$ cat config.mk
export PLATFORM = sky130hd
export DESIGN_NAME = scp_ctrl
export DESIGN_NICKNAME = d
export VERILOG_FILES = /design/src/hw/scp_pkg.sv /design/src/hw/scp_ctrl.sv
export SDC_FILE = /design/constraint.sdc
export NUM_CORES = 1
export LEC_CHECK = 0
export BUFFER_PORTS_ARGS = -buffer_cell sky130_fd_sc_hd__buf_2
export CORE_ASPECT_RATIO = 1.25
export CORE_MARGIN = 3
export CORE_UTILIZATION = 40
export DETAILED_ROUTE_END_ITERATION = 7
export HOLD_SLACK_MARGIN = 0.02
export MAX_ROUTING_LAYER = met4
export PLACE_DENSITY = 0.67
export SYNTH_ARGS = -nofsm -noshare
export SYNTH_HDL_FRONTEND = slang
export SYNTH_SLANG_ARGS = --single-unit
$ cat constraint.sdc
create_clock -name mclk -period 3.5 [get_ports mclk]
set_input_delay 0.7 -clock mclk [delete_from_list [all_inputs] [get_ports mclk]]
set_output_delay 0.7 -clock mclk [all_outputs]
set_load 0.01 [all_outputs]
$ cat src/hw/scp_pkg.sv
// Package with register map, field layout and types of the clock and power control block
package scp_pkg;

	// ----------------------------------------------------------------
	// Register addresses
	// ----------------------------------------------------------------
	localparam logic [7:0] SCP_SFR_CLK_PWR_ADDR = 8'hbe; // Clock and power control (SFR space)
	localparam logic [15:0] SCP_XREG_TRIM_ADDR = 16'h4002; // Oscillator trim (XREG space)
	localparam logic [15:0] SCP_XREG_CRYSTAL_ADDR = 16'h4016; // Crystal control (XREG space)

	// ----------------------------------------------------------------
	// Field positions of the clock and power control register
	// ----------------------------------------------------------------
	localparam int SCP_BIT_POWER_OFF = 7; // Power-off request
	localparam int SCP_BIT_RSVD = 6; // Reserved, reads zero
	localparam int SCP_BIT_BATTERY = 5; // Battery insertion flag
	localparam int SCP_BIT_TICK_CLR = 4; // Tick counter clear, write only
	localparam int SCP_BIT_PIN_FREEZE = 3; // GPIO hold
	localparam int SCP_DIV_LSB = 0; // Divide field low bit
	localparam int SCP_DIV_W = 3; // Divide field width
	localparam int SCP_DIV_CNT_W = 7; // Divider counter width, up to 128

	// ----------------------------------------------------------------
	// Field positions of the crystal control register
	// ----------------------------------------------------------------
	localparam int SCP_BIT_CRYSTAL_ENA = 0; // Crystal enable
	localparam int SCP_BIT_SMALL_CAP = 1; // Small load capacitance select

	// ----------------------------------------------------------------
	// Reset values and sizes
	// ----------------------------------------------------------------
	localparam logic [7:0] SCP_TRIM_RST = 8'hff; // Trim resets to all ones
	localparam logic [7:0] SCP_BYTE_ZERO = 8'h00; // Zero byte, also unmapped read
	localparam logic [SCP_DIV_W-1:0] SCP_DIV_RST = 3'h0; // Divide by one after reset
	localparam int SCP_GPIO_W = 9; // Number of wake-capable GPIO inputs

	// ----------------------------------------------------------------
	// Power state machine
	// ----------------------------------------------------------------
	typedef enum logic [2:0] {
		SCP_ST_RUN = 3'h1, // Normal operation
		SCP_ST_OFF = 3'h2, // Shut down, waiting for a button
		SCP_ST_WAKE = 3'h4 // Power-up and power-on reset requested
	} scp_pwr_state_type;

	// ----------------------------------------------------------------
	// Bus request carriers
	// ----------------------------------------------------------------
	typedef struct packed {
		logic wr; // Write strobe, one cycle
		logic rd; // Read strobe, one cycle
		logic [7:0] addr; // SFR address
		logic [7:0] wdata; // Write data
	} scp_sfr_req_type;

	typedef struct packed {
		logic wr; // Write strobe, one cycle
		logic rd; // Read strobe, one cycle
		logic [15:0] addr; // XREG address
		logic [7:0] wdata; // Write data
	} scp_xreg_req_type;

endpackage

$ cat src/hw/scp_ctrl.sv
// System clock divider, oscillator trim, shutdown and crystal control block
`timescale 1ns/10ps
`default_nettype none

// What this block does
// - One divided clock for all digital blocks
// - Divide field selects divide by two-power
// - Power-off write shuts the chip down
// - GPIO falling edge wakes with power-on reset
// - Reserved bit six reads zero, ignores writes
// - Read-only flag marks battery-insertion power-up
// - Writing one clears the tick counter
// - Pin freeze holds GPIO, defers presses
// - Trim code resets to ones, tunes oscillator
// - Crystal enable bit, reset off
// - Crystal output routed to frequency counter
module scp_ctrl import scp_pkg::*; #(
	parameter int GPIO_W = SCP_GPIO_W
) (
	input wire logic mclk,
	input wire logic rst_n,
	input wire scp_sfr_req_type sfr_req,
	output logic [7:0] sfr_rdata,
	input wire scp_xreg_req_type xreg_req,
	output logic [7:0] xreg_rdata,
	input wire logic [GPIO_W-1:0] gpio_in,
	input wire logic battery_insert_in,
	input wire logic crystal_clk_in,
	output logic sys_clk_en,
	output logic power_off,
	output logic por_request,
	output logic gpio_hold,
	output logic tick_counter_clear,
	output logic [7:0] osc_trim_code,
	output logic crystal_osc_enable,
	output logic small_load_cap_select,
	output logic crystal_ref_clk
);

	// ----------------------------------------------------------------
	// Decode
	// ----------------------------------------------------------------
	logic ctl_wr; // Write to clock and power control
	logic ctl_rd; // Read of clock and power control
	logic trim_wr; // Write to trim
	logic crystal_wr; // Write to crystal control
	logic gpio_fall; // Any GPIO went from high to low

	assign ctl_wr = sfr_req.wr && (sfr_req.addr == SCP_SFR_CLK_PWR_ADDR);
	assign ctl_rd = sfr_req.rd && (sfr_req.addr == SCP_SFR_CLK_PWR_ADDR);
	assign trim_wr = xreg_req.wr && (xreg_req.addr == SCP_XREG_TRIM_ADDR);
	assign crystal_wr = xreg_req.wr && (xreg_req.addr == SCP_XREG_CRYSTAL_ADDR);

	// ----------------------------------------------------------------
	// Register group
	// ----------------------------------------------------------------
	logic [SCP_DIV_W-1:0] div_field_q, div_field_d; // Divide as written
	logic freeze_q, freeze_d; // Pin freeze bit
	logic batt_q, batt_d; // Battery insertion flag
	logic boot_q, boot_d; // Flag caught after reset release
	logic [7:0] trim_q, trim_d; // Oscillator trim code
	logic crystal_ena_q, crystal_ena_d; // Crystal enable
	logic lowcap_q, lowcap_d; // Small load capacitance
	logic tick_clr_q, tick_clr_d; // Tick clear pulse
	logic [7:0] sfr_rdata_q, sfr_rdata_d; // SFR read answer
	logic [7:0] xreg_rdata_q, xreg_rdata_d; // XREG read answer
	logic [7:0] ctl_view; // Read image of clock and power control
	logic [7:0] crystal_view; // Read image of crystal control
	logic pwr_off_bit; // Power-off bit as seen by software

	// Next values of the software-visible registers
	always_comb begin
		div_field_d = div_field_q;
		freeze_d = freeze_q;
		trim_d = trim_q;
		crystal_ena_d = crystal_ena_q;
		lowcap_d = lowcap_q;
		batt_d = batt_q;
		boot_d = 1'b1;
		// Catch the power-up cause once after reset release
		if (!boot_q) begin
			batt_d = battery_insert_in;
		end
		// Writes; bits 6, 5 and 7 have no stored copy here
		if (ctl_wr) begin
			div_field_d = sfr_req.wdata[SCP_DIV_LSB +: SCP_DIV_W];
			freeze_d = sfr_req.wdata[SCP_BIT_PIN_FREEZE];
		end
		if (trim_wr) begin
			trim_d = xreg_req.wdata;
		end
		if (crystal_wr) begin
			crystal_ena_d = xreg_req.wdata[SCP_BIT_CRYSTAL_ENA];
			lowcap_d = xreg_req.wdata[SCP_BIT_SMALL_CAP];
		end
		// Tick clear is a one-cycle pulse on a write of one
		tick_clr_d = ctl_wr && sfr_req.wdata[SCP_BIT_TICK_CLR];
	end

	// Read images; write-only and reserved bits read zero
	always_comb begin
		ctl_view = SCP_BYTE_ZERO;
		ctl_view[SCP_BIT_POWER_OFF] = pwr_off_bit;
		ctl_view[SCP_BIT_RSVD] = 1'b0;
		ctl_view[SCP_BIT_BATTERY] = batt_q;
		ctl_view[SCP_BIT_PIN_FREEZE] = freeze_q;
		ctl_view[SCP_DIV_LSB +: SCP_DIV_W] = div_field_q;
		crystal_view = SCP_BYTE_ZERO;
		crystal_view[SCP_BIT_CRYSTAL_ENA] = crystal_ena_q;
		crystal_view[SCP_BIT_SMALL_CAP] = lowcap_q;
	end

	// Read answers, one cycle after the strobe, zero when unmapped
	always_comb begin
		sfr_rdata_d = SCP_BYTE_ZERO;
		xreg_rdata_d = SCP_BYTE_ZERO;
		if (ctl_rd) begin
			sfr_rdata_d = ctl_view;
		end
		if (xreg_req.rd && (xreg_req.addr == SCP_XREG_TRIM_ADDR)) begin
			xreg_rdata_d = trim_q;
		end else if (xreg_req.rd && (xreg_req.addr == SCP_XREG_CRYSTAL_ADDR)) begin
			xreg_rdata_d = crystal_view;
		end
	end

	// Register group flops
	always_ff @(posedge mclk or negedge rst_n) begin
		if (!rst_n) begin
			div_field_q <= SCP_DIV_RST;
			freeze_q <= 1'b0;
			batt_q <= 1'b0;
			boot_q <= 1'b0;
			trim_q <= SCP_TRIM_RST;
			crystal_ena_q <= 1'b0;
			lowcap_q <= 1'b0;
			tick_clr_q <= 1'b0;
			sfr_rdata_q <= SCP_BYTE_ZERO;
			xreg_rdata_q <= SCP_BYTE_ZERO;
		end else begin
			div_field_q <= div_field_d;
			freeze_q <= freeze_d;
			batt_q <= batt_d;
			boot_q <= boot_d;
			trim_q <= trim_d;
			crystal_ena_q <= crystal_ena_d;
			lowcap_q <= lowcap_d;
			tick_clr_q <= tick_clr_d;
			sfr_rdata_q <= sfr_rdata_d;
			xreg_rdata_q <= xreg_rdata_d;
		end
	end

	// ----------------------------------------------------------------
	// System clock divider
	// ----------------------------------------------------------------
	logic [SCP_DIV_CNT_W-1:0] cnt_q, cnt_d; // Position in divided period
	logic [SCP_DIV_W-1:0] div_q, div_d; // Divide in force
	logic [SCP_DIV_CNT_W-1:0] term; // Last count of the period
	logic wrap; // End of a divided period
	logic clk_en_q, clk_en_d; // Divided clock enable pulse

	// Count to 2**div - 1; new divide taken only at the wrap
	always_comb begin
		term = SCP_DIV_CNT_W'((8'h01 << div_q) - 8'h01);
		wrap = (cnt_q == term);
		cnt_d = wrap ? '0 : SCP_DIV_CNT_W'(cnt_q + 1'b1);
		div_d = wrap ? div_field_q : div_q;
		clk_en_d = wrap;
	end

	// Divider flops
	always_ff @(posedge mclk or negedge rst_n) begin
		if (!rst_n) begin
			cnt_q <= '0;
			div_q <= SCP_DIV_RST;
			clk_en_q <= 1'b0;
		end else begin
			cnt_q <= cnt_d;
			div_q <= div_d;
			clk_en_q <= clk_en_d;
		end
	end

	// ----------------------------------------------------------------
	// Shutdown and wake
	// ----------------------------------------------------------------
	scp_pwr_state_type state_q, state_d; // Power state
	logic [GPIO_W-1:0] gpio_prev_q; // GPIO one cycle ago
	logic pending_q, pending_d; // Button press deferred by pin freeze
	logic pwr_off_q, pwr_off_d; // Shutdown output
	logic por_q, por_d; // Power-on reset request
	logic crystal_ref_q, crystal_ref_d; // Gated crystal clock to counter

	assign gpio_fall = |(gpio_prev_q & ~gpio_in);
	assign pwr_off_bit = (state_q != SCP_ST_RUN);

	// Power state transitions
	always_comb begin
		state_d = state_q;
		pending_d = pending_q;
		case (state_q)
			SCP_ST_RUN: begin
				// Presses while frozen wait for shutdown to finish
				if (freeze_q && gpio_fall) begin
					pending_d = 1'b1;
				end
				if (ctl_wr && sfr_req.wdata[SCP_BIT_POWER_OFF]) begin
					state_d = SCP_ST_OFF;
				end
			end
			SCP_ST_OFF: begin
				// Only a falling edge, now or deferred, wakes the chip
				if (gpio_fall || pending_q) begin
					state_d = SCP_ST_WAKE;
					pending_d = 1'b0;
				end
			end
			SCP_ST_WAKE: begin
				// Held until the power-on reset clears the block
				state_d = SCP_ST_WAKE;
			end
			default: begin
				state_d = SCP_ST_RUN;
			end
		endcase
		pwr_off_d = (state_d == SCP_ST_OFF) || (state_d == SCP_ST_WAKE);
		por_d = (state_d == SCP_ST_WAKE);
		crystal_ref_d = crystal_ena_q && crystal_clk_in;
	end

	// Power flops
	always_ff @(posedge mclk or negedge rst_n) begin
		if (!rst_n) begin
			state_q <= SCP_ST_RUN;
			gpio_prev_q <= '0;
			pending_q <= 1'b0;
			pwr_off_q <= 1'b0;
			por_q <= 1'b0;
			crystal_ref_q <= 1'b0;
		end else begin
			state_q <= state_d;
			gpio_prev_q <= gpio_in;
			pending_q <= pending_d;
			pwr_off_q <= pwr_off_d;
			por_q <= por_d;
			crystal_ref_q <= crystal_ref_d;
		end
	end

	// ----------------------------------------------------------------
	// Outputs
	// ----------------------------------------------------------------
	assign sfr_rdata = sfr_rdata_q;
	assign xreg_rdata = xreg_rdata_q;
	assign sys_clk_en = clk_en_q;
	assign power_off = pwr_off_q;
	assign por_request = por_q;
	assign gpio_hold = freeze_q;
	assign tick_counter_clear = tick_clr_q;
	assign osc_trim_code = trim_q;
	assign crystal_osc_enable = crystal_ena_q;
	assign small_load_cap_select = lowcap_q;
	assign crystal_ref_clk = crystal_ref_q;
endmodule
`default_nettype wire

After elaboration in Yosys (flattened, before gate mapping)
Index checks and enable logic that the tools add are counted.
{ "totals": {"input_bits": 57, "ff_bits": 60, "elab_cells": 61, "out_inout_bits": 32} }
{ "classes": {"n_reduce_logical": 15, "shifts": 1, "n_addsub": 2, "muxes": 10, "eq_ne": 12, "bitwise_logic": 2} }
{ "op_table": {"columns": ["cell", "count"], "rows": [
  ["$eq 16x15->1 const B", 2],
  ["$mux 8", 2],
  ["$logic_and 1x1->1", 10],
  ["$and 9x9->9", 1],
  ["$not 9->9", 1],
  ["$pmux 3 s3", 1],
  ["$reduce_or 9->1", 1],
  ["$eq 8x8->1 const B", 1],
  ["$add 7x1->7 const B", 1],
  ["$eq 7x7->1", 1],
  ["$mux 7", 1],
  ["$shl 1x3->7 const A", 1],
  ["$sub 7x1->7 const B", 1],
  ["$eq 3x2->1 const B", 2],
  ["$eq 3x3->1 const B", 2],
  ["$mux 3", 2],
  ["$ne 2x2->1 const B", 2],
  ["$eq 3x1->1 const B", 1],
  ["$ne 3x1->1 const B", 1],
  ["$reduce_and 3->1", 1],
  ["$logic_or 1x1->1", 2],
  ["$mux 1", 2],
  ["$mux 2", 1],
  ["$pmux 1 s2", 1],
  ["$reduce_bool 2->1", 1]
]} }

Logic depth before layout (Yosys ltp)
{ "logic_depth": {"ltp_word": 8, "depth_mapped": 6} }

Least setup slack after synthesis
Ideal clock, no wire load.
{ "synth_path": {"path_type": "input-to-reg", "startpoint": "input xreg_req[8] (netlist bit)", "endpoint": "register crystal_ena_q, in the netlist crystal_osc_enable", "path_stages": 5, "arrival_time_ps": 1962, "path_slack_ps": 1413, "required_time_ps": 3375, "path_cell_list": "or4b_1 -> nor3_2 -> and4_4 -> nand3_2 -> mux2_2"} }
{ "synth_via": {"elab_chain_len": 2} }
{ "synth_lines": {"columns": ["item", "line", "text"], "rows": [
  ["start: declaration", "scp_ctrl.sv:24", "input wire scp_xreg_req_type xreg_req,"],
  ["$eq 16x15->1", "scp_ctrl.sv:52", "assign crystal_wr = xreg_req.wr && (xreg_req.addr == SCP_XREG_CRYSTAL_ADDR);"],
  ["$logic_and 1x1->1", "scp_ctrl.sv:52", null],
  ["end signal: assignment", "scp_ctrl.sv:146", "crystal_ena_q <= crystal_ena_d;"],
  ["end: declaration", "scp_ctrl.sv:62", "logic crystal_ena_q, crystal_ena_d;"]
]} }
No other way between the ends.
A chain may end at the register's enable or synchronous reset.

Worst setup path in the final report
{ "layout_path": {"startpoint": "input xreg_req[8] (netlist bit)", "endpoint": "register xreg_rdata_q[6], in the netlist xreg_rdata[6]"} }
{ "layout_via": {"elab_chain_len": 3} }
{ "layout_lines": {"columns": ["item", "line", "text"], "rows": [
  ["$eq 16x15->1", "scp_ctrl.sv:120", "if (xreg_req.rd && (xreg_req.addr == SCP_XREG_TRIM_ADDR)) begin"],
  ["$logic_and 1x1->1", "scp_ctrl.sv:120", null],
  ["$mux 8", "scp_ctrl.sv:120", null],
  ["named net xreg_rdata_d[6]", "scp_ctrl.sv:66", "logic [7:0] xreg_rdata_q, xreg_rdata_d;"],
  ["end signal: assignment", "scp_ctrl.sv:150", "xreg_rdata_q <= xreg_rdata_d;"],
  ["end: declaration", "scp_ctrl.sv:66", null]
]} }
The timed path passes the listed nets, and every way through them passes these cells.

==> flow_metrics.tcl <==
set metrics [dict create \
    drt-initial-drc-count 54 \
    mostFrequentLayoutCell "buf_2" \
    clkPwrFrac_pct 35.9 \
    firstDrtPassIters 4 \
    cts-htree-levels 3 \
    syn_avg_cell_area_um2 12.3 \
    endpoint "xreg_rdata[6]$_DFF_PN0_" \
    status "completed" \
    p_int_mw 1.22 \
    vias_per_cell 4.95 \
    clockBufferDepth 2 \
    ys_types 47 \
    cp_slowest_stage_delay_ns 0.54 \
    yosysWarnings 0 \
    synth_edf_count 0 \
    clock_latency_ns 0.33 \
    final_cell_area_um2 3110 \
    cp_max_fo 6 \
    async_flop_share_pct 100 \
    die_area_um2 7030 \
    synth_seq_area_share_pct 60.4 \
    cts_resized 0 \
    relSlewSlack_pct 44.2 \
    cts-root-buf "clkbuf_8" \
    antenna_cells 0 \
    setup_violations 0 \
    p_per_area_nw_per_um2 550 \
    area_growth_pct 28.3 \
    crit_path_top_delay_cell "or4b_1" \
    post-route-drc-count 0 \
    rsz0062_at_grt "no" \
    synth_mux_area_share_pct 8.63 \
    cap_violations 0 \
    postCtsSetupBuffers 0 \
    p_switching_uw 488 \
    wl_met3_um 300 \
    tns_ns 0 \
    hold_path.class "input pin to async pin" \
    synth-xor-area-share_pct 2.53 \
    synth_top_family_by_area "simple AND/OR/NAND/NOR gates" \
    grt_usage_pct 15.4 \
    cp-start-kind "input pin" \
    yosys.area_share.simple_pct 16.4 \
    multi_input_area_um2 882 \
    criticalPathCategory "input pin to flop" \
    required_ns 3.76 \
    path_cells "buf_2, or4b_1, nor3_2, nand4_1, nor3_1, and2_1" \
    place_congestion 0.768 \
    synth_ff_type "dfrtp_1" \
    vdd_drop_max_mv 0.360 \
    final-hold-violation-count 0 \
    routed.top_layer "met4" \
    clock_skew_ns 0.00521 \
    grt_start_max_net_pins 40 \
    routedWlPerCell_um 13.2 \
    whs_ns 0.473 \
    place.port_buffers 84 \
    end_kind "flop" \
    power_mw 1.71 \
    worstRegToRegCells 5 \
    tightest_slew_ns 0.836 \
    die_h_um 93.0 \
    timing.fmax_ghz 0.472 \
    cts_sinks 58 \
    rows 31 \
    r2r_setup_slack_ns 1.51 \
    num_vias 1776 \
    min_period_ns 2.12 \
    synthAdderAreaFrac_pct 0.517 \
    dp_worst_setup_slack_ns 0.970 \
    drive_above_1_share_pct 46.4 \
    r2r_start "div_q[1]$_DFFE_PN0N_" \
    worstPathArrival_ns 2.38 \
    syn_area_um2 2420 \
    cts-buffers-inserted 9 \
    cts_tree "built" \
    finalMaxSlewViolations 0 \
    fillers 519 \
    yosys_register_bits 58 \
    die_w_um 75.6 \
    wirelength_um 4720 \
    post-route-period-util_pct 60.6 \
    switching_share_pct 28.6 \
    grt_pass1_vias 1805 \
    met2_length_um 2370 \
    worst-path-buf-inv 1 \
    cts.reportedPaths.clkPinSlew_ns 0.07 \
    initial_core_util_pct 41.6 \
    place_hpwl_um 3560 \
    antenna_found_initial 0 \
    setup_ws_ns 1.38 \
    core_um2 5820 \
    ios 89 \
    power_frac_comb_pct 18.2 \
    grt_overflow 0 \
    cp-startpoint "xreg_req[8]" \
    leakagePower_nw 1.64 \
    crit_family "simple AND/OR/NAND/NOR gates" \
    hold_buffers 0 \
    place_area_um2 2900 \
    regArea_um2 1460 \
    crit_cells 6 \
    syn_inst 197 \
    final_nets 346 \
    synth-compound-area-share_pct 7.85 \
    r2r-end "div_q[0]$_DFFE_PN0N_" \
    antenna_left 0 \
    grt_pass1_wl_um 7950 \
    wl_met1_um 1940 \
    seq_power_share_pct 45.9 \
    most-common-layout-cells "buf_2 (84), dfrtp_1 (49), mux2_2 (15)" \
]
==> cell type report <==
cell class	instances	area share, %
well taps	66	2.66
repair buffers	86	14.0
clock inverters	6	2.09
multi-input cells	122	28.4
flip-flops and latches	58	47.1
clock buffers	10	4.43
inverters	11	1.33
==> flip-flops by register name, indices dropped and copies added (netlist names) <==
signal and count:
crystal_ref_clk 1, state_q 3, gpio_hold 1, div_q 3
power_off 1, osc_trim_code 8, gpio_prev_q 9, xreg_rdata 8
pending_q 1, boot_q 1, cnt_q 7, por_request 1
sfr_rdata 6, small_load_cap_select 1, crystal_osc_enable 1, batt_q 1
sys_clk_en 1, tick_counter_clear 1, div_field_q 3
==> worst min-delay path by stage <==
stage / endpoint / cells past startpoint / startpoint / slack (ns)
after detailed placement: state_q[1]$_DFF_PN0_ / 1 / state_q[2]$_DFF_PN0_ / 0.49
after global placement: batt_q$_DFFE_PN0N_ / 1 / boot_q$_DFF_PN0_ / 0.48
final: xreg_rdata[3]$_DFF_PN0_ / 1 / rst_n / 0.47
after CTS: gpio_prev_q[0]$_DFF_PN0_ / 1 / gpio_in[0] / 0.48
after floorplan: batt_q$_DFFE_PN0N_ / 0 / rst_n / 0.40
after global routing: gpio_prev_q[5]$_DFF_PN0_ / 1 / gpio_in[5] / 0.47
==> power groups by stage <==
stage / Combinational (mW) / Clock [mW] / Sequential [mW]
finish: 0.310 / 0.614 / 0.784
global route: 0.350 / 0.668 / 0.793
CTS: 0.319 / 0.636 / 0.783
detailed placement: 0.317 / 0 / 0.795
global placement: 0.311 / 0 / 0.791
floorplan: 0.255 / 0 / 0.762
==> per-stage QoR <==
| stage | utilization (%) | instances |
|---|---|---|
| floorplan | - | 198 |
| global placement | 49.9 | 343 |
| detailed placement | 49.9 | 343 |
| CTS | 53.4 | 359 |
| global route | 53.4 | 359 |
| finish | 53.4 | 359 |
==> synthesized netlist by cell type (2+ instances only) <==
master	number	area, µm²
o22ai_1	4	25.0
nor2_1	14	52.6
conb_1	2	7.51
o21ai_0	4	20.0
mux2_4	2	30.0
dfstp_2	9	236
nor2b_1	4	25.0
clkbuf_1	2	7.51
buf_2	2	10.0
nor4b_1	2	17.5
xnor2_1	5	43.8
xor2_1	2	17.5
nand3_1	6	30.0
and2_1	7	43.8
nand4b_1	2	17.5
nand3b_1	2	15.0
mux2_2	15	169
nand2_1	7	26.3
buf_4	3	22.5
a21oi_1	7	35.0
dfrtp_1	49	1230
nand3_2	2	20.0
nor3_1	2	10.0
nand2b_1	3	18.8
inv_1	11	41.3
and3_1	8	50.1
==> layer usage <==
| layer | vias up | GRT usage, % |
|---|---|---|
| met1 | 851 | 18.0 |
| met4 | 0 | 8.45 |
| met3 | 10 | 4.19 |
| met5 | - | - |
| li1 | 856 | - |
| met2 | 59 | 23.5 |
==> cells by family (layout without fill, tap and decap cells) <==
logic type,Yosys count,after routing
muxes,18,18
buffers and inverters,18,113
AOI/OAI and AO/OA,26,26
DFF,58,58
and+or+nand+nor,67,67
xor gates and xnor gates,7,7
other,2,3
adders and majority gates,1,1
No activity file was read; power rests on OpenSTA's default activity.
